## src/scis_pkg.sv

```systemverilog
// Operation
// - sample data on config shift clock rise
// - release completion line after error-free load
// - completion line rise starts initialization
// - internal oscillator default, user clock optional
// - internal oscillator supplies init cycles unless user clock is selected
// - user clock mode advances only on edges
// - user clock ignored during configuration
// - count 299 init cycles, user clock limit; the user clock is sampled at 50 MHz, so its edges beyond 25 MHz are lost
// - init-complete output rises at user mode
package scis_pkg;

    // core timing
    localparam int unsigned CORE_CLK_HZ     = 50_000_000;
    localparam int unsigned INT_OSC_HZ      = 10_000_000;
    localparam int unsigned OSC_DIV         = CORE_CLK_HZ / INT_OSC_HZ;
    localparam int unsigned USER_CLK_MAX_HZ = 100_000_000;
    localparam int unsigned INIT_CYCLES     = 299;

    // bitstream layout: payload followed by a check word
    localparam int unsigned BITSTREAM_BITS  = 1024;
    localparam int unsigned CHECK_BITS      = 16;
    localparam int unsigned PAYLOAD_BITS    = BITSTREAM_BITS - CHECK_BITS;
    localparam logic [15:0] CRC_POLY        = 16'h1021;
    localparam logic [15:0] CRC_INIT        = 16'hffff;

    // counter widths
    localparam int unsigned BIT_CNT_W       = 16;
    localparam int unsigned INIT_CNT_W      = 9;
    localparam int unsigned OSC_CNT_W       = 3;

    typedef enum {
        ST_IDLE,
        ST_LOAD,
        ST_RELEASE,
        ST_INIT,
        ST_USER,
        ST_ERROR
    } scis_state_e;

    // open-drain pin drive: oe_n low while the pin is pulled low
    typedef struct packed {
        logic out;
        logic oe_n;
    } scis_od_s;

    localparam scis_od_s OD_DRIVE_LOW = '{out: 1'b0, oe_n: 1'b0};
    localparam scis_od_s OD_RELEASE   = '{out: 1'b0, oe_n: 1'b1};

endpackage

```

## src/scis_config_init.sv

```systemverilog
`timescale 1ns/1ps
module scis_config_init (
    // clock and reset
    input  wire logic               core_clk,
    input  wire logic               sys_rst,
    // configuration link pins
    input  wire logic               config_status_n_in,
    output scis_pkg::scis_od_s      config_status_n,
    input  wire logic               serial_config_data,
    input  wire logic               config_shift_clock,
    input  wire logic               config_complete_flag_in,
    output scis_pkg::scis_od_s      config_complete_flag,
    // initialization pins
    input  wire logic               user_startup_clock,
    input  wire logic               init_complete_in,
    output scis_pkg::scis_od_s      init_complete,
    // option straps
    input  wire logic               use_user_clock,
    input  wire logic               init_complete_enable,
    // status
    output logic                    user_mode,
    output logic                    config_error
);

    // synchronised pin levels and edges
    logic status_lvl;
    logic data_lvl;
    logic shift_rise;
    logic complete_rise;
    logic usr_rise;
    logic sel_lvl;
    logic ena_lvl;

    scis_sync_edge u_sync_status (
        .core_clk (core_clk),
        .sys_rst  (sys_rst),
        .async_in (config_status_n_in),
        .level    (status_lvl),
        .rise     ()
    );

    // data and shift clock share the same latency, so they stay aligned
    scis_sync_edge u_sync_data (
        .core_clk (core_clk),
        .sys_rst  (sys_rst),
        .async_in (serial_config_data),
        .level    (data_lvl),
        .rise     ()
    );

    scis_sync_edge u_sync_shift (
        .core_clk (core_clk),
        .sys_rst  (sys_rst),
        .async_in (config_shift_clock),
        .level    (),
        .rise     (shift_rise)
    );

    scis_sync_edge u_sync_complete (
        .core_clk (core_clk),
        .sys_rst  (sys_rst),
        .async_in (config_complete_flag_in),
        .level    (),
        .rise     (complete_rise)
    );

    // sampled at 50 MHz: user clock edges beyond 25 MHz are lost here
    scis_sync_edge u_sync_usr (
        .core_clk (core_clk),
        .sys_rst  (sys_rst),
        .async_in (user_startup_clock),
        .level    (),
        .rise     (usr_rise)
    );

    scis_sync_edge u_sync_sel (
        .core_clk (core_clk),
        .sys_rst  (sys_rst),
        .async_in (use_user_clock),
        .level    (sel_lvl),
        .rise     ()
    );

    scis_sync_edge u_sync_ena (
        .core_clk (core_clk),
        .sys_rst  (sys_rst),
        .async_in (init_complete_enable),
        .level    (ena_lvl),
        .rise     ()
    );

    // internal oscillator stand-in, free running
    logic [scis_pkg::OSC_CNT_W-1:0] osc_cnt;
    logic [scis_pkg::OSC_CNT_W-1:0] next_osc_cnt;
    logic                           osc_tick;

    always_comb begin
        if (osc_cnt == scis_pkg::OSC_CNT_W'(scis_pkg::OSC_DIV - 1)) begin
            next_osc_cnt = '0;
        end else begin
            next_osc_cnt = osc_cnt + 1'b1;
        end
    end

    always_ff @(posedge core_clk) begin
        if (sys_rst) begin
            osc_cnt <= '0;
        end else begin
            osc_cnt <= next_osc_cnt;
        end
    end

    assign osc_tick = (osc_cnt == '0);

    // sequencer state
    scis_pkg::scis_state_e            state;
    scis_pkg::scis_state_e            next_state;
    logic [scis_pkg::BIT_CNT_W-1:0]   bit_cnt;
    logic [scis_pkg::BIT_CNT_W-1:0]   next_bit_cnt;
    logic [15:0]                      crc;
    logic [15:0]                      next_crc;
    logic [15:0]                      chk;
    logic [15:0]                      next_chk;
    logic [scis_pkg::INIT_CNT_W-1:0]  init_cnt;
    logic [scis_pkg::INIT_CNT_W-1:0]  next_init_cnt;
    logic                             clk_sel;
    logic                             next_clk_sel;
    logic                             od_ena;
    logic                             next_od_ena;
    scis_pkg::scis_od_s               next_status_od;
    scis_pkg::scis_od_s               next_complete_od;
    scis_pkg::scis_od_s               next_init_od;
    logic                             next_user_mode;
    logic                             next_config_error;
    logic                             init_tick;
    logic                             crc_fb;

    // user clock is only looked at in ST_INIT, never during loading
    assign init_tick = clk_sel ? usr_rise : osc_tick;
    assign crc_fb    = crc[15] ^ data_lvl;

    always_comb begin
        next_state        = state;
        next_bit_cnt      = bit_cnt;
        next_crc          = crc;
        next_chk          = chk;
        next_init_cnt     = init_cnt;
        next_clk_sel      = clk_sel;
        next_od_ena       = od_ena;
        next_status_od    = config_status_n;
        next_complete_od  = config_complete_flag;
        next_init_od      = init_complete;
        next_user_mode    = user_mode;
        next_config_error = config_error;
        case (state)
            scis_pkg::ST_IDLE: begin
                next_status_od   = scis_pkg::OD_RELEASE;
                next_complete_od = scis_pkg::OD_DRIVE_LOW;
                next_od_ena      = ena_lvl;
                next_init_od     = ena_lvl ? scis_pkg::OD_DRIVE_LOW
                                           : scis_pkg::OD_RELEASE;
                next_bit_cnt     = '0;
                next_crc         = scis_pkg::CRC_INIT;
                next_chk         = '0;
                if (status_lvl) begin
                    next_state = scis_pkg::ST_LOAD;
                end
            end
            scis_pkg::ST_LOAD: begin
                if (!status_lvl) begin
                    // status pulled low by someone else: start over
                    next_state = scis_pkg::ST_IDLE;
                end else if (shift_rise) begin
                    next_chk     = {chk[14:0], data_lvl};
                    next_bit_cnt = bit_cnt + 1'b1;
                    if (bit_cnt < scis_pkg::BIT_CNT_W'(scis_pkg::PAYLOAD_BITS)) begin
                        next_crc = {crc[14:0], 1'b0} ^ (crc_fb ? scis_pkg::CRC_POLY : 16'h0000);
                    end
                    if (bit_cnt == scis_pkg::BIT_CNT_W'(scis_pkg::BITSTREAM_BITS - 1)) begin
                        if ({chk[14:0], data_lvl} == crc) begin
                            next_complete_od = scis_pkg::OD_RELEASE;
                            next_state       = scis_pkg::ST_RELEASE;
                        end else begin
                            next_status_od    = scis_pkg::OD_DRIVE_LOW;
                            next_config_error = 1'b1;
                            next_state        = scis_pkg::ST_ERROR;
                        end
                    end
                end
            end
            scis_pkg::ST_RELEASE: begin
                // line rises only once the pull-up wins; source then idles
                if (complete_rise) begin
                    next_clk_sel  = sel_lvl;
                    next_init_cnt = '0;
                    next_state    = scis_pkg::ST_INIT;
                end
            end
            scis_pkg::ST_INIT: begin
                if (init_tick) begin
                    next_init_cnt = init_cnt + 1'b1;
                    if (init_cnt == scis_pkg::INIT_CNT_W'(scis_pkg::INIT_CYCLES - 1)) begin
                        next_init_od   = scis_pkg::OD_RELEASE;
                        next_user_mode = 1'b1;
                        next_state     = scis_pkg::ST_USER;
                    end
                end
            end
            scis_pkg::ST_USER: begin
                next_user_mode = 1'b1;
            end
            scis_pkg::ST_ERROR: begin
                // stays failed until reset reloads
                next_status_od = scis_pkg::OD_DRIVE_LOW;
            end
            default: begin
                next_state = scis_pkg::ST_IDLE;
            end
        endcase
    end

    always_ff @(posedge core_clk) begin
        if (sys_rst) begin
            state                <= scis_pkg::ST_IDLE;
            bit_cnt              <= '0;
            crc                  <= scis_pkg::CRC_INIT;
            chk                  <= '0;
            init_cnt             <= '0;
            clk_sel              <= 1'b0;
            od_ena               <= 1'b0;
            config_status_n      <= scis_pkg::OD_DRIVE_LOW;
            config_complete_flag <= scis_pkg::OD_DRIVE_LOW;
            init_complete        <= scis_pkg::OD_RELEASE;
            user_mode            <= 1'b0;
            config_error         <= 1'b0;
        end else begin
            state                <= next_state;
            bit_cnt              <= next_bit_cnt;
            crc                  <= next_crc;
            chk                  <= next_chk;
            init_cnt             <= next_init_cnt;
            clk_sel              <= next_clk_sel;
            od_ena               <= next_od_ena;
            config_status_n      <= next_status_od;
            config_complete_flag <= next_complete_od;
            init_complete        <= next_init_od;
            user_mode            <= next_user_mode;
            config_error         <= next_config_error;
        end
    end

    // readback of init-complete pin is not needed for sequencing
    logic unused_init_in;
    assign unused_init_in = init_complete_in & od_ena;

endmodule // scis_config_init

```

## src/scis_sync_edge.sv

```systemverilog
`timescale 1ns/1ps
module scis_sync_edge (
    // clock and reset
    input  wire logic core_clk,
    input  wire logic sys_rst,
    // asynchronous input
    input  wire logic async_in,
    // synchronised results
    output logic      level,
    output logic      rise
);

    logic meta;
    logic stage2;
    logic stage3;
    logic next_meta;
    logic next_stage2;
    logic next_stage3;

    always_comb begin
        next_meta   = async_in;
        next_stage2 = meta;
        next_stage3 = stage2;
    end

    always_ff @(posedge core_clk) begin
        if (sys_rst) begin
            meta   <= 1'b0;
            stage2 <= 1'b0;
            stage3 <= 1'b0;
        end else begin
            meta   <= next_meta;
            stage2 <= next_stage2;
            stage3 <= next_stage3;
        end
    end

    // edge taken from the settled stages only, never from meta
    assign level = stage2;
    assign rise  = stage2 & ~stage3;

endmodule // scis_sync_edge
```

## config.mk

```make
export PLATFORM = sky130hd
export DESIGN_NAME = scis_config_init
export DESIGN_NICKNAME = d
export VERILOG_FILES = /design/src/scis_pkg.sv /design/src/scis_config_init.sv /design/src/scis_sync_edge.sv
export SDC_FILE = /design/constraint.sdc
export NUM_CORES = 1
export LEC_CHECK = 0
export BUFFER_PORTS_ARGS = -buffer_cell sky130_fd_sc_hd__buf_2
export CAP_MARGIN = 20
export CORE_MARGIN = 2
export CORE_UTILIZATION = 50
export CTS_CLUSTER_SIZE = 40
export DETAILED_ROUTE_END_ITERATION = 7
export MAX_ROUTING_LAYER = met4
export PLACE_DENSITY = 0.77
export SLEW_MARGIN = 30
export SYNTH_ARGS = -nofsm -noshare
export SYNTH_HDL_FRONTEND = slang
export SYNTH_SLANG_ARGS = --single-unit
```

## constraint.sdc

```tcl
create_clock -name core_clk -period 2.9 [get_ports core_clk]
set_clock_uncertainty 0.15 [all_clocks]
set_input_delay 0.29 -clock core_clk [delete_from_list [all_inputs] [get_ports core_clk]]
set_output_delay 0.29 -clock core_clk [all_outputs]
set_load 0.01 [all_outputs]
```

==> qor.csv <==
metric;value;unit
total power;2350;uW
post-layout worst setup margin;0.695;ns
Layout Nets;457;
Min-Delay Path Class;in2reg;
Fmax;454;MHz
diode count;0;
initial core utilization;0.518;
Detailed Route Iter0 Violations;193;
vias;2977;
drt drc;0;
CTS tree;yes;
largest net degree at the start of global routing;33;
Die H;90.9;um
relative slew slack;0.544;
Worst Tran Pin Value;0.675;ns
CP max FO;20;
Synth top area share;0.451;
VDD IR max;0.000381;V
Post-Syn Area per Cell;8.80;sq um
# clock sinks;85;
synth top area cells;dfxtp_1, a21oi_1, nand2_1;
final instance area;4170;sq um
Total Wirelength;7.38;mm
drt wl/cell;13.5;um
Period minus WS final;2.21;ns
setup TNS;0;ns
RSZ-0062 raised after global routing;no;
area leader, netlist;dfxtp_1;
H-tree levels;3;
Area Overhead vs Synth;10.6;%
pwr/cell area;562;nW/um^2
CTS resizes;0;
ANT nets after route;0;
Slew Viols, Final;0;
Max Cap Violations;0;
Synth Instances;429;
Async S/R FF share, synth;0;
Setup WS pre-CTS;0.735;ns
IO Port Bufs;13;
Die ar.;8260;sq um
sequential area share after synthesis;0.451;
Arr. time, crit path;2.34;ns
clock root buffer;clkbuf_8;
# setup viols final;0;
routability cong.;0.850;
Pre-antenna DRT Iters;4;
Bufs and invs on worst path;0;
synth unique cells;59;
GRT Residual Overflow;0;
first-pass GRT wire length;12.9;mm
depth of the worst register-to-register path;5;
hold slack;0.00411;ns
Die W;90.9;um
Top FF cell, synth;dfxtp_1;
Crit. End Element;flop;
yosys warns;0;
clk_lat worst skew;0.35;ns
CP max stage delay;0.53;ns
CP delay by family, top;simple AND/OR/NAND/NOR gates;
Final Hold Fails;0;
outcome;finished clean;
Req. time, crit path;3.04;ns
Levels on crit path;5;
Crit-path slowest cell;or2_2;
vias in the first global route;2877;
Cell Area, Placed;3890;sq um
initial antenna violation count;0;
EDFF count, synth;0;
num rows;31;
layout cells sized above 1;0.114;
post-DP HPWL;4.88;mm
number of fill cells in the layout;682;
Worst Setup Start Kind;flop;
Worst Setup Path Type;reg2reg;
total CTS buffers;9;
hold depth;2;
vias per inst;5.45;
CORE AREA;7290;sq um
Post-Syn Area;3770;sq um
Worst-path clk slew;0.09;ns
GRT Total Usage;0.196;
Ports;18;
P_leak;0.00145;uW
register bit total from synthesis;85;
period utilization;0.760;
critical path cell sequence;or2_2 -> a2111oi_4 -> nand3_2 -> or3_1 -> a21oi_1;
Clock Tree Buf Depth;2;
-- where the power goes --
part | total [uW] | switching (uW) | internal [uW]
Combinational | 210 | 137 | 73.6
Sequential | 1210 | 21.9 | 1190
Clock | 922 | 435 | 487
-- metal layers --
metal / track usage / share of wire
met5: - / 0
met3: 0.0359 / 0.032
met2: 0.302 / 0.47
met1: 0.245 / 0.47
met4: 0.102 / 0.025
-- repair_timing --
item,CTS,global route
setup buffers,0,0
hold buffers,5,1
hold endpoints to repair,5,1
-- worst paths after layout --
path / startpoint / end / slack (ns)
worst max-delay path: state[2] / bit_cnt[15] / 0.69
worst min-delay path: user_startup_clock / u_sync_usr.meta / 0.004
worst max register to register: state[2] / bit_cnt[15] / 0.69
worst min register to register: u_sync_complete.meta / u_sync_complete.level / 0.29
-- synthesized netlist by cell type, drive strengths merged (2+ instances only) --
master	number
buf	13
a21oi	48
nand2	54
nand4	12
clkbuf	12
nor2b	21
nor2	30
nor3	4
o211a	2
xor2	13
and2	2
or2	3
and3	2
xnor2	22
a211oi	4
nand3b	2
inv	8
or3	6
dfxtp	85
nor4	18
mux2	2
ha	5
nand3	11
nand2b	2
o21ai	24
-- cell usage in the layout (no fill, tap or decap), drive strengths merged, types with 4 or more instances in the layout --
master	count
clkbuf	9
nor3	4
or3	6
xnor2	22
xor2	13
dlygate4sd3	6
nand2	54
dfxtp	85
ha	5
inv	8
nor4	18
nor2b	21
nor2	30
nand3	11
nand4	12
o21ai	24
a211oi	4
a21oi	48
buf	19
-- flip-flops by register name, indices dropped and copies added, names as in the netlist, 3 cells and up --
name / cells
bit_cnt: 16
crc: 16
chk: 15
init_cnt: 9
osc_cnt: 3
state: 3
-- metrics by stage --
step / utilization / cells
final: 0.572 / 546
after global routing: 0.572 / 546
after CTS: 0.571 / 545
after detailed placement: 0.533 / 524
after global placement: 0.533 / 524
after floorplan: - / 431
-- cell type report --
type / count / area [sq um] / area share
multi-input cells: 313 / 1920 / 0.461
clock inverters: 7 / 100 / 0.0240
repair buffers: 25 / 170 / 0.0408
clock buffers: 9 / 124 / 0.0297
well taps: 99 / 124 / 0.0297
inverters: 8 / 30.0 / 0.00719
flip-flops and latches: 85 / 1700 / 0.408
-- cells by family after synthesis --
kind of cell / synth area share
AND/OR/NAND/NOR: 0.242
AO/OA/AOI/OAI: 0.158
flip-flops: 0.451
XOR/XNOR: 0.0812
buffers and inverters: 0.0411
adder cells (fa/ha/maj): 0.0166
multiplexers: 0.00862
other: 0.000994
-- worst reg2reg max path: stages, from the launching register on --
cell and delay [ns]:
dfxtp_1 0.42, or2_2 0.53, a2111oi_4 0.36, nand3_2 0.18
or3_1 0.37, a21oi_1 0.14
(Power assumes the default switching activity.)
